## src/tscr_defs.svh

```systemverilog
// constants for the tile configuration register bank: indices, bit positions, masks, resets
// assumes a word-addressed map behind APB; byte address is four times the index
`ifndef TSCR_DEFS_SVH
`define TSCR_DEFS_SVH

// register indices
`define TSCR_IDX_RAM_BASE   7'h00
`define TSCR_IDX_VEC_BASE   7'h01
`define TSCR_IDX_CTRL       7'h02
`define TSCR_IDX_NODE_CFG   7'h04
`define TSCR_IDX_LINK0      7'h10
`define TSCR_IDX_SCRATCH0   7'h20
`define TSCR_IDX_CORE0_PC   7'h40

// reset values
`define TSCR_RST_RAM_BASE   32'h00010000
`define TSCR_RST_VEC_BASE   32'h00000000
`define TSCR_RST_CTRL       32'h00000000
`define TSCR_RST_NODE_CFG   32'h00000000

// writable bits of each register
`define TSCR_WMASK_RAM      32'hfffffffc
`define TSCR_WMASK_VEC      32'hffff0000
`define TSCR_WMASK_CTRL     32'h00000030
`define TSCR_WMASK_NODE     32'h80000001

// field positions
`define TSCR_CTRL_DIV_EN    4
`define TSCR_CTRL_DYN       5
`define TSCR_NODE_LOCK      31
`define TSCR_NODE_HDR1      0
`define TSCR_VEC_HI         31:16

`endif

```

## src/tscr_pkg.sv

```systemverilog
// types for the tile configuration register bank
// assumes nothing beyond the defs header
package tscr_pkg;

  // current target kind of a processor link
  typedef enum logic [1:0] {
    TSCR_KIND_CHANNEL = 2'h0,
    TSCR_KIND_ERROR   = 2'h1,
    TSCR_KIND_POWER_SLEEP_CONTROL_TARGET   = 2'h2,
    TSCR_KIND_IDLE    = 2'h3
  } tscr_kind_t;

  // live status of one processor link as the switch reports it
  typedef struct packed {
    tscr_kind_t  source_target_kind;
    logic [7:0]  channel_endpoint;
    logic [1:0]  network_id;
    logic        junk;
    logic        route_in;
    logic        route_out;
  } tscr_link_t;

endpackage

```

## src/tscr_regs.sv

```systemverilog
// tile configuration and status register bank with an APB slave
// assumes link status, core pause and pc inputs come from logic on SYS_CLK
//
// Summary of operation
// RULE_01 - ram base register loads 0x00010000 on reset
// RULE_02 - ram base bits 31:2 writable and drive ram address; bits 1:0 read zero
// RULE_03 - event target takes high half from vector base, low half from event vector
// RULE_04 - vector base bits 31:16 writable; bits 15:0 read zero
// RULE_05 - control bit 4 enables the power-saving clock divider; resets to 0
// RULE_06 - with bit 5 set, divide only while every active core is paused
// RULE_07 - with bit 5 clear, divide at all times while enabled
// RULE_08 - link status bits 25:24 give the source target kind
// RULE_09 - link status bits 23:16 give channel endpoint id or idle status
// RULE_10 - link status bits 5:4 network id, bit 2 junk packet flag
// RULE_11 - link status bit 1 set when switch routes into link; resets to 0
// RULE_12 - link status bit 0 set when link routes into switch; resets to 0
// RULE_13 - eight 32-bit scratch words read and written by software and debugger
// RULE_14 - core 0 program counter readable, writes ignored
// RULE_15 - node config bit 31 blocks later writes to node config
// RULE_16 - node config bit 0 selects one-byte headers; resets to 0
// RULE_17 - reserved bits read zero and ignore writes
// RULE_18 - lock bit stays set until reset
//
// Implementation choice: register access over APB.
`timescale 1ns/100ps

module tscr_regs #(
  parameter int ADDR_W      = 9,
  parameter int NUM_LINKS   = 4,
  parameter int NUM_SCRATCH = 8
) (
  input  wire logic                          SYS_CLK,
  input  wire logic                          SYS_RST,
  input  wire logic                          PSEL,
  input  wire logic                          PENABLE,
  input  wire logic                          PWRITE,
  input  wire logic [ADDR_W-1:0]             PADDR,
  input  wire logic [31:0]                   PWDATA,
  output logic      [31:0]                   PRDATA,
  output logic                               PREADY,
  output logic                               PSLVERR,
  input  wire tscr_pkg::tscr_link_t [NUM_LINKS-1:0] LINK_STAT,
  input  wire logic                          CORES_PAUSED,
  input  wire logic [31:0]                   CORE0_PC,
  input  wire logic                          EVT_VALID,
  input  wire logic [15:0]                   EVT_VECTOR,
  output logic      [31:0]                   EVT_TARGET,
  output logic                               EVT_TAKEN,
  output logic      [31:0]                   RAM_BASE,
  output logic                               CLK_DIV_ON,
  output logic                               HEADER_ONE_BYTE,
  input  wire logic                          DBG_WE,
  input  wire logic [2:0]                    DBG_ADDR,
  input  wire logic [31:0]                   DBG_WDATA,
  output logic      [31:0]                   DBG_RDATA
);

  `include "tscr_defs.svh"

  ////////////////////////////////////////////////////////////////////////////
  // helpers

  // keep unwritable bits, take writable ones from the bus
  function automatic logic [31:0] merge(input logic [31:0] old_v,
                                        input logic [31:0] new_v,
                                        input logic [31:0] mask);
    merge = (old_v & ~mask) | (new_v & mask);
  endfunction

  // is the index inside a block of n words starting at base
  function automatic logic in_block(input logic [6:0] i,
                                    input logic [6:0] base,
                                    input int         n);
    logic [7:0] off;
    off = {1'b0, i} - {1'b0, base};
    in_block = (i >= base) && (off < 8'(n));
  endfunction

  function automatic logic [31:0] link_word(input tscr_pkg::tscr_link_t s);
    link_word = {6'h00, s.source_target_kind, s.channel_endpoint, 10'h000,
                 s.network_id, 1'b0, s.junk, s.route_in, s.route_out};
  endfunction

  ////////////////////////////////////////////////////////////////////////////
  // state

  logic [31:0]          vec_base;
  logic [31:0]          ctrl;
  logic [31:0]          node_cfg;
  logic [31:0]          core0_pc;
  logic [31:0]          scratch [NUM_SCRATCH];
  tscr_pkg::tscr_link_t link_q  [NUM_LINKS];

  ////////////////////////////////////////////////////////////////////////////
  // decode

  wire  [6:0] idx      = PADDR[8:2];
  wire        access   = PSEL && PENABLE;
  wire        done     = access && PREADY;
  wire        wr       = done && PWRITE;
  wire        hit_ram  = (idx == `TSCR_IDX_RAM_BASE);
  wire        hit_vec  = (idx == `TSCR_IDX_VEC_BASE);
  wire        hit_ctrl = (idx == `TSCR_IDX_CTRL);
  wire        hit_node = (idx == `TSCR_IDX_NODE_CFG);
  wire        hit_pc   = (idx == `TSCR_IDX_CORE0_PC);
  wire        hit_link = in_block(idx, `TSCR_IDX_LINK0, NUM_LINKS);
  wire        hit_scr  = in_block(idx, `TSCR_IDX_SCRATCH0, NUM_SCRATCH);
  wire        mapped   = hit_ram || hit_vec || hit_ctrl || hit_node ||
                         hit_pc || hit_link || hit_scr;
  wire        locked   = node_cfg[`TSCR_NODE_LOCK];
  wire  [6:0] link_off = idx - `TSCR_IDX_LINK0;
  wire  [6:0] scr_off  = idx - `TSCR_IDX_SCRATCH0;

  wire [31:0] rd_mux =
    hit_ram  ? RAM_BASE :
    hit_vec  ? vec_base :
    hit_ctrl ? ctrl :
    hit_node ? node_cfg :
    hit_pc   ? core0_pc :                                          // RULE_14
    hit_link ? link_word(link_q[link_off[$clog2(NUM_LINKS)-1:0]]) : // RULE_08
    hit_scr  ? scratch[scr_off[$clog2(NUM_SCRATCH)-1:0]] :
    32'h00000000;                                                  // RULE_17

  ////////////////////////////////////////////////////////////////////////////
  // next values

  wire [31:0] next_ram  = merge(RAM_BASE, PWDATA, `TSCR_WMASK_RAM);  // RULE_02
  wire [31:0] next_vec  = merge(vec_base, PWDATA, `TSCR_WMASK_VEC);  // RULE_04
  wire [31:0] next_ctrl = merge(ctrl, PWDATA, `TSCR_WMASK_CTRL);     // RULE_17
  wire [31:0] next_node = merge(node_cfg, PWDATA, `TSCR_WMASK_NODE);

  // dynamic mode lets the divider act only when no core has work
  wire next_div = ctrl[`TSCR_CTRL_DIV_EN] &&                           // RULE_05
                  (!ctrl[`TSCR_CTRL_DYN] || CORES_PAUSED);             // RULE_06 RULE_07

  ////////////////////////////////////////////////////////////////////////////
  // apb slave: one wait state, read data and ready leave flops together

  always_ff @(posedge SYS_CLK) begin
    if (SYS_RST) begin
      PREADY  <= 1'b0;
      PRDATA  <= 32'h00000000;
      PSLVERR <= 1'b0;
    end else begin
      PREADY  <= access && !PREADY;
      PSLVERR <= access && !PREADY && !mapped;
      if (access && !PREADY) begin
        PRDATA <= PWRITE ? 32'h00000000 : rd_mux;
      end
    end
  end

  ////////////////////////////////////////////////////////////////////////////
  // configuration registers

  always_ff @(posedge SYS_CLK) begin
    if (SYS_RST) begin
      RAM_BASE <= `TSCR_RST_RAM_BASE;                                  // RULE_01
      vec_base <= `TSCR_RST_VEC_BASE;
      ctrl     <= `TSCR_RST_CTRL;
    end else if (wr) begin
      if (hit_ram) begin
        RAM_BASE <= next_ram;
      end
      if (hit_vec) begin
        vec_base <= next_vec;
      end
      if (hit_ctrl) begin
        ctrl <= next_ctrl;
      end
    end
  end

  // once locked, even the lock itself cannot be cleared
  always_ff @(posedge SYS_CLK) begin
    if (SYS_RST) begin
      node_cfg <= `TSCR_RST_NODE_CFG;
    end else if (wr && hit_node && !locked) begin                      // RULE_15 RULE_18
      node_cfg <= next_node;
    end
  end

  ////////////////////////////////////////////////////////////////////////////
  // scratch words; a same-cycle clash on one word goes to the bus side

  always_ff @(posedge SYS_CLK) begin
    if (SYS_RST) begin
      for (int i = 0; i < NUM_SCRATCH; i++) begin
        scratch[i] <= 32'h00000000;
      end
      DBG_RDATA <= 32'h00000000;
    end else begin
      if (DBG_WE) begin                                                // RULE_13
        scratch[DBG_ADDR] <= DBG_WDATA;
      end
      if (wr && hit_scr) begin                                         // RULE_13
        scratch[scr_off[$clog2(NUM_SCRATCH)-1:0]] <= PWDATA;
      end
      DBG_RDATA <= scratch[DBG_ADDR];
    end
  end

  ////////////////////////////////////////////////////////////////////////////
  // sampled status: link state and pc are captured so reads are glitch free

  always_ff @(posedge SYS_CLK) begin
    if (SYS_RST) begin
      for (int i = 0; i < NUM_LINKS; i++) begin
        link_q[i] <= '0;                                               // RULE_11 RULE_12
      end
      core0_pc <= 32'h00000000;
    end else begin
      for (int i = 0; i < NUM_LINKS; i++) begin
        link_q[i] <= LINK_STAT[i];                                     // RULE_09 RULE_10
      end
      core0_pc <= CORE0_PC;
    end
  end

  ////////////////////////////////////////////////////////////////////////////
  // outputs steered by the registers

  always_ff @(posedge SYS_CLK) begin
    if (SYS_RST) begin
      EVT_TARGET      <= 32'h00000000;
      EVT_TAKEN       <= 1'b0;
      CLK_DIV_ON      <= 1'b0;
      HEADER_ONE_BYTE <= 1'b0;
    end else begin
      EVT_TAKEN       <= EVT_VALID;
      if (EVT_VALID) begin
        EVT_TARGET <= {vec_base[`TSCR_VEC_HI], EVT_VECTOR};            // RULE_03
      end
      CLK_DIV_ON      <= next_div;
      HEADER_ONE_BYTE <= node_cfg[`TSCR_NODE_HDR1];                    // RULE_16
    end
  end
endmodule

```

## config.mk

```make
export PLATFORM = sky130hd
export DESIGN_NAME = tscr_regs
export DESIGN_NICKNAME = d
export VERILOG_FILES = /design/src/tscr_pkg.sv /design/src/tscr_regs.sv
export VERILOG_INCLUDE_DIRS = /design/src /design/src/src
export SDC_FILE = /design/constraint.sdc
export NUM_CORES = 1
export LEC_CHECK = 0
export ABC_AREA = 1
export CAP_MARGIN = 10
export CELL_PAD_IN_SITES_DETAIL_PLACEMENT = 1
export CELL_PAD_IN_SITES_GLOBAL_PLACEMENT = 2
export CORE_UTILIZATION = 39
export CTS_BUF_LIST = sky130_fd_sc_hd__clkbuf_4
export CTS_CLUSTER_SIZE = 16
export DETAILED_ROUTE_END_ITERATION = 6
export DONT_BUFFER_PORTS = 1
export PLACE_DENSITY_LB_ADDON = 0.1
export SYNTH_ARGS = -nofsm -noshare
export SYNTH_HDL_FRONTEND = slang
export SYNTH_SLANG_ARGS = --single-unit
```

## constraint.sdc

```tcl
create_clock -name SYS_CLK -period 3.41 [get_ports SYS_CLK]
set_input_delay 0 -clock SYS_CLK [delete_from_list [all_inputs] [get_ports SYS_CLK]]
set_output_delay 0 -clock SYS_CLK [all_outputs]
set_load 0.005 [all_outputs]
```

==> results.md, run 1 <==
- Max Slew Vio Count: 0
- Worst vdd ir: 0.0002751 V
- Initial antenna violation count: 8
- Fill cells: 7,100
- Setup CP Type: reg2reg
- CTS root buffer: clkbuf_4
- Req. time, crit path: 4.12 ns
- Area Overhead vs Synth: 33.56%
- H-Tree Depth: 4
- Crit end category: flip-flop
- Failing checks: negative setup slack
- Synth Cell Area: 23,710 um^2
- Syn_area_per_cell: 8.050 um^2
- Post-route minimum period: 3.420 ns
- Maximum capacitance violations: 0
- Most used flip-flop cell after synthesis: edfxtp_1
- Total wire length: 118.5 mm
- Hold Crit Depth: 7
- Ys Warns: 0
- Synth area leaders: edfxtp_1 32%, dfxtp_1 21%, nand3_1 7.1%, nor2_1 7.0%, o21ai_0 6.8%
- Synth cell types: 35
- Largest net degree at the start of global routing: 173
- Worst clock skew: 0.05093 ns
- Syn Inst Count: 2,945
- First-pass GRT wire length: 172.8 mm
- Vias: 25,690
- Initial DRC count: 2,546
- PortBufs: 0
- DRT Pass-1 Iters: 6
- Area leader, netlist: edfxtp_1
- Clock latency on the worst-skew pair: 1.00 ns
- Status: finished with violations
- Post-route DRC: 0
- Setup TNS: -0.01074 ns
- CTS Buf Count: 142
- FF+latch area: 12,550 um^2
- Rel. slew slack: 25.39%
- Final hold violation count: 0
- Register clock-pin slew on the reported worst setup and hold paths: 0.08 ns
- Number of nets in the layout: 3,627
- Most frequent cell after synthesis: nor2_1
- Core Region: 60,250 um^2
- Count of state elements after synthesis: 499
- Placement Setup Slack: 0.7614 ns
- Post-synth EDFFs: 256
- Detailed placement HPWL: 61.93 mm
- Initial Utilization: 39.35%
- Clk sink count: 499
- Ratio of cells with drive above 1 in the final layout: 10.34%
- Multi-input logic area: 9387 um^2
- All-Layer GR Usage: 37.64%
- Register-to-Register Path Depth: 12
- Cell area power density: 456.1 nW/um^2
- Die area: 61,770 um^2
- Startpoint Class: flip-flop
- FFs w/ async S/R, synth: 0%
- Vias in the first global route: 27,290
- Fin crit share: 100.3%
- Setup Viol. Count Final: 2
- Fin worst setup slack: -0.009842 ns
- GP Congestion: 0.8351
- Post-synth top cells: 439 x nor2_1, 352 x nand2_1, 335 x nand3_1
- I/O pins: 325
- Post-synthesis sequential area ratio: 52.95%
- Leakage power: 12.53 nW
- Die X-Extent: 248.5 um
- Post-DRT Antenna Nets: 0
- Max Fclk: 0.2924 GHz
- # rows: 90
- Vias/cell: 5.935
- Crit path max fanout: 52
- Post-synth top area share: 32.43%
- CTS tree: yes
- Routed length per instance: 27.37 um
- Die height: 248.5 um
- Worst endpoint data arrival time: 4.13 ns
- Total grt overflow: 0
- Total power: 14.44 mW
- Worst-Margin Slew: 1.116 ns
- CTS max path bufs: 3
- Worst min path class: in2reg
==> worst max-delay path, cell delays in order (launching register included) <==
cell and delay (ns):
dfxtp_1 0.44, inv_1 0.09, nor3_2 0.20, buf_4 0.21, inv_2 0.10, nor3_4 0.22, buf_12 0.16, nand3_2 0.07
buf_6 0.30, nand3_1 0.12, dlygate4sd3_1 0.55, o21ai_1 0.06, dlygate4sd3_1 0.58
==> layout make-up <==
class / instances / share of cell area [%]
Timing Repair Buffer: 602 / 18.93
Antenna cell: 6 / 0.04742
Sequential cell: 499 / 39.64
Inverter: 219 / 2.612
Clock buffer: 221 / 5.240
Multi-Input combinational cell: 1968 / 29.65
Clock inverter: 32 / 0.7903
Tap cell: 782 / 3.090
==> worst paths after layout <==
| check | from | to | slack [ns] |
|---|---|---|---|
| worst max-delay path | PREADY | scratch[6][27] | -0.01 |
| worst min-delay path | PADDR[2] | PRDATA[14] | 0.11 |
| worst max register to register | PREADY | scratch[6][27] | -0.01 |
| worst min register to register | node_cfg[0] | HEADER_ONE_BYTE | 0.48 |
==> power breakdown <==
group	internal, mW	switching, mW	leakage (nW)
clock network	3.19	2.94	1.13
registers	6.53	0.121	4.74
logic	0.610	1.05	6.66
==> logic make-up after synthesis <==
logic type,after synthesis,synth area share (%)
buffers and inverters,479,7.975
AND/OR/NAND/NOR,1151,20.35
adder cells (fa/ha/maj),3,0.1584
AO/OA/AOI/OAI,806,18.30
flip-flops,499,52.95
other,1,0.01582
multiplexers,6,0.2533
==> cell usage in the layout, fill, tap and decap left out, types with 4 or more instances in the layout <==
master and instances:
a41oi_1 32, inv_6 4, o21ai_1 188, inv_1 206, buf_4 67, a21oi_1 160, nand3_1 328, a221oi_1 4
diode_2 6, clkbuf_4 221, o21ai_0 318, nand3_2 8, edfxtp_1 256, clkinvlp_4 4, dlygate4sd3_1 518, nand4_1 13
nor2_1 426, inv_2 7, nand2_1 344, dfxtp_1 243, nand2_2 8, clkinv_4 4, dlymetal6s4s_1 4, clkinv_1 22
o22ai_1 64, mux2i_1 6, o211ai_1 27, buf_12 7, nor2_2 13
==> metal layers <==
| layer | vias to the layer above | track usage, % | wire length [um] |
|---|---|---|---|
| li1 | 11170 | - | - |
| met1 | 12740 | 44.51 | 45400 |
| met2 | 1394 | 62.40 | 56470 |
| met3 | 384 | 7.621 | 9432 |
| met4 | 2 | 24.37 | 7149 |
| met5 | - | 0 | 13 |
==> metrics by stage <==
stage	hold slack, ns	area, um^2	utilization (%)	instances
after detailed placement	0.08579	24250	40.26	3539
final	0.1093	31660	52.56	4329
after global routing	0.08051	31660	52.56	4329
after global placement	0.08536	24250	40.26	3539
after floorplan	0.1070	23710	-	2946
after CTS	0.003909	31560	52.38	4323
==> flip-flops by register name, indices dropped and copies added (netlist names), 16 cells and up <==
register    flops
RAM_BASE       30
EVT_TARGET     32
DBG_RDATA      32
PRDATA         32
vec_base       16
link_q         60
scratch       256
core0_pc       32
==> repair_timing <==
item | CTS | global route
hold buffers | 531 | 0
endpoints found under the setup margin | 0 | 33
setup buffers | 0 | 3
gates resized for setup | 0 | 30
endpoints found under the hold margin | 755 | 0
Power figures use the tool's default switching activity.
==> run 2, diff against run 1 <==
Settings changed: SETUP_SLACK_MARGIN from default to 0.2.
==> run 2 against run 1 <==
Net effect:
- the run ends with negative hold slack left
- design area is 0.35% lower
- maximum frequency is 6.0% higher
- setup slack better by 0.19 ns
- total power hardly changed
- via count is 0.37% higher
- utilization is 0.18 points lower
- non-clock buffer count is 5 lower
- register-to-register slack better by 0.19 ns
- wire length is 0.35% higher
- flip-flop and latch count stayed put
- clock-buffer cell count stayed put
- critical endpoint is now PRDATA[0]
==> results.md, run 2 (synthesis gave the netlist of run 1 again) <==
- Fill cells: 7,084 (-0.23%)
- Most frequent cells in the layout: 508 x dlygate4sd3_1, 427 x nor2_1, 348 x nand2_1
- Crit end category: flip-flop
- Total power: 14.45 mW (about the same)
- Clk sink count: 499 (unchanged)
- Ratio of cells with drive above 1 in the final layout: 10.43% (+0.097 points)
- I/O pins: 325 (unchanged)
- R2R Path Start: PREADY
- Total wire length: 118.9 mm (+0.35%)
- Max Slew Vio Count: 0 (unchanged)
- CTS root buffer: clkbuf_4
- Failing checks: negative hold slack
- Met3 Usage GRT: 8.060% (+0.44 points)
- Fin crit share: 94.63% (-5.7 points)
- Register-to-register setup slack: 0.18 ns (+0.19 ns)
- CTS max path bufs: 3 (unchanged)
- Largest reg by FF count: scratch
- Met2 Use GR: 62.38% (about the same)
- Sequential Power Share: 46.0% (about the same)
- GP Congestion: 0.8351 (unchanged)
- Met1 Usage GRT: 44.75% (+0.24 points)
- Reg2reg end: PRDATA[0]
- Worst-Margin Slew: 1.102 ns (-0.01463 ns)
- Rel. slew slack: 26.37% (+0.98 points)
- # rows: 90 (unchanged)
- Status: finished with violations
- Setup CP Type: reg2reg
- Final hold violation count: 1 (+1)
- Die area: 61,770 um^2 (unchanged)
- Routed length per instance: 27.46 um (+0.35%)
- NetSw: 4.124 mW (+0.17%)
- Maximum capacitance violations: 0 (unchanged)
- Placement Setup Slack: 0.7614 ns (unchanged)
- Crit path max fanout: 18 (-65%)
- Largest register FFs: 256 (unchanged)
- Startpoint Class: flip-flop
- Final hold slack: -0.05800 ns (-0.1673 ns)
- Total grt overflow: 0 (unchanged)
- Vias: 25,790 (+0.37%)
- Most common cell after layout, fill and taps aside: dlygate4sd3_1
- RSZ-0062 raised after global routing: yes
- First-pass GRT wire length: 172.4 mm (-0.18%)
- DRT Pass-1 Iters: 5 (-1)
- Die X-Extent: 248.5 um (unchanged)
- Setup TNS: 0 ns (+0.01074 ns)
- Leakage power: 12.47 nW (-0.45%)
- Worst endpoint data arrival time: 4.19 ns (+0.06 ns)
- Die height: 248.5 um (unchanged)
- Detailed placement HPWL: 61.93 mm (unchanged)
- Req. time, crit path: 4.38 ns (+0.26 ns)
- Worst min path class: in2reg
- Combinational Power Share: 11.5% (about the same)
- Placed insts: 3,539 (unchanged)
- Post-route minimum period: 3.227 ns (-0.1931 ns)
- Vias in the first global route: 27,120 (-0.62%)
- GRT Max-Usage Layer: met2
- Initial DRC count: 2,407 (-5.5%)
- Worst Setup EP: PRDATA[0]
- Register clock-pin slew on the reported worst setup and hold paths: 0.08 ns (about the same)
- Post-DRT Antenna Nets: 0 (unchanged)
- Number of nets in the layout: 3,623 (-0.11%)
- Worst vdd ir: 0.0002762 V (+0.39%)
- Fin worst setup slack: 0.1833 ns (+0.1931 ns)
- Initial antenna violation count: 11 (+3)
- Switching share of power: 28.54% (+0.039 points)
- CTS Buf Count: 142 (unchanged)
- Worst clock skew: 0.05895 ns (+0.008018 ns)
- CTS tree: yes
- Largest regs: scratch (256), link_q (60)
- Final std cells w/o fill: 4,329 (unchanged)
- Setup Viol. Count Final: 0 (-2)
- Register-to-Register Path Depth: 9 (-3)
- Largest net degree at the start of global routing: 173 (unchanged)
- H-Tree Depth: 4 (unchanged)
- Core Region: 60,250 um^2 (unchanged)
- Internal: 10.32 mW (about the same)
- Area Overhead vs Synth: 33.10%
- All-Layer GR Usage: 37.69% (+0.046 points)
- PortBufs: 0 (unchanged)
- Clk pwr share: 42.5% (about the same)
- Initial Utilization: 39.35% (unchanged)
- Post-route DRC: 0 (unchanged)
- First element of the critical path: PREADY
- Cell area power density: 457.9 nW/um^2 (+0.38%)
- Clock latency on the worst-skew pair: 1.04 ns (+0.04 ns)
- Max Fclk: 0.3099 GHz (+6.0%)
- Vias/cell: 5.956 (+0.37%)
-- run 2: cell type report --
type	instances	area, um^2	share of cell area, %
antenna	10	25.02	0.07931
clock buffer	221	1659	5.258
clock inverter	32	250.2	0.7931
inverter	219	827.0	2.621
multi-input combinational	1969	9375	29.71
sequential	499	12550	39.79
tap	782	978.4	3.101
timing repair buffer	597	5884	18.65
-- run 2: through the flow --
stage / cell area, um^2 / util [%]
2_1_floorplan: 23710 / -
3_3_place_gp: 24250 / 40.26
3_5_place_dp: 24250 / 40.26
4_1_cts: 31400 / 52.12
5_1_grt: 31540 / 52.35
6_report: 31550 / 52.37
-- run 2: worst max-delay path: stages (launching register included) --
cell and delay (ns):
dfxtp_1 0.37, nor2_1 0.19, clkinv_1 0.13, nor2_2 0.09
dlygate4sd3_1 0.61, buf_6 0.25, nand3_1 0.12, dlygate4sd3_1 0.57
a21oi_1 0.18, dlygate4sd3_1 0.63
-- run 2: worst min path at each step --
stage / end / slack, ns / cells past startpoint / from
5_1_grt: node_cfg[31] / 0.02 / 8 / PADDR[8]
3_5_place_dp: link_q[0][10] / 0.09 / 1 / SYS_RST
2_1_floorplan: core0_pc[0] / 0.11 / 2 / CORE0_PC[0]
6_report: node_cfg[31] / -0.06 / 8 / PADDR[8]
3_3_place_gp: link_q[0][10] / 0.09 / 1 / SYS_RST
4_1_cts: PRDATA[9] / 0.005 / 7 / PADDR[2]
-- run 2: what timing repair did --
item                       4_1_cts  5_1_grt
hold buffers                   515        0
setup endpoints to repair        0       19
hold endpoints to repair       755        0
gates resized for setup          0       15
setup buffers                    0       11
-- run 2: metal layers --
layer,wire [um],vias to the layer above
li1,-,11130
met1,45900,12920
met2,56640,1328
met3,9399,396
met4,6906,4
met5,27,-
-- run 2: power by group through the flow --
| stage | logic, mW | clock network [mW] | registers [mW] |
|---|---|---|---|
| finish | 1.65 | 6.14 | 6.65 |
| global route | 1.73 | 6.49 | 6.66 |
| CTS | 1.55 | 6.08 | 6.63 |
| detailed placement | 0.951 | 0 | 6.76 |
| global placement | 0.925 | 0 | 6.76 |
| floorplan | 0.686 | 0 | 6.73 |
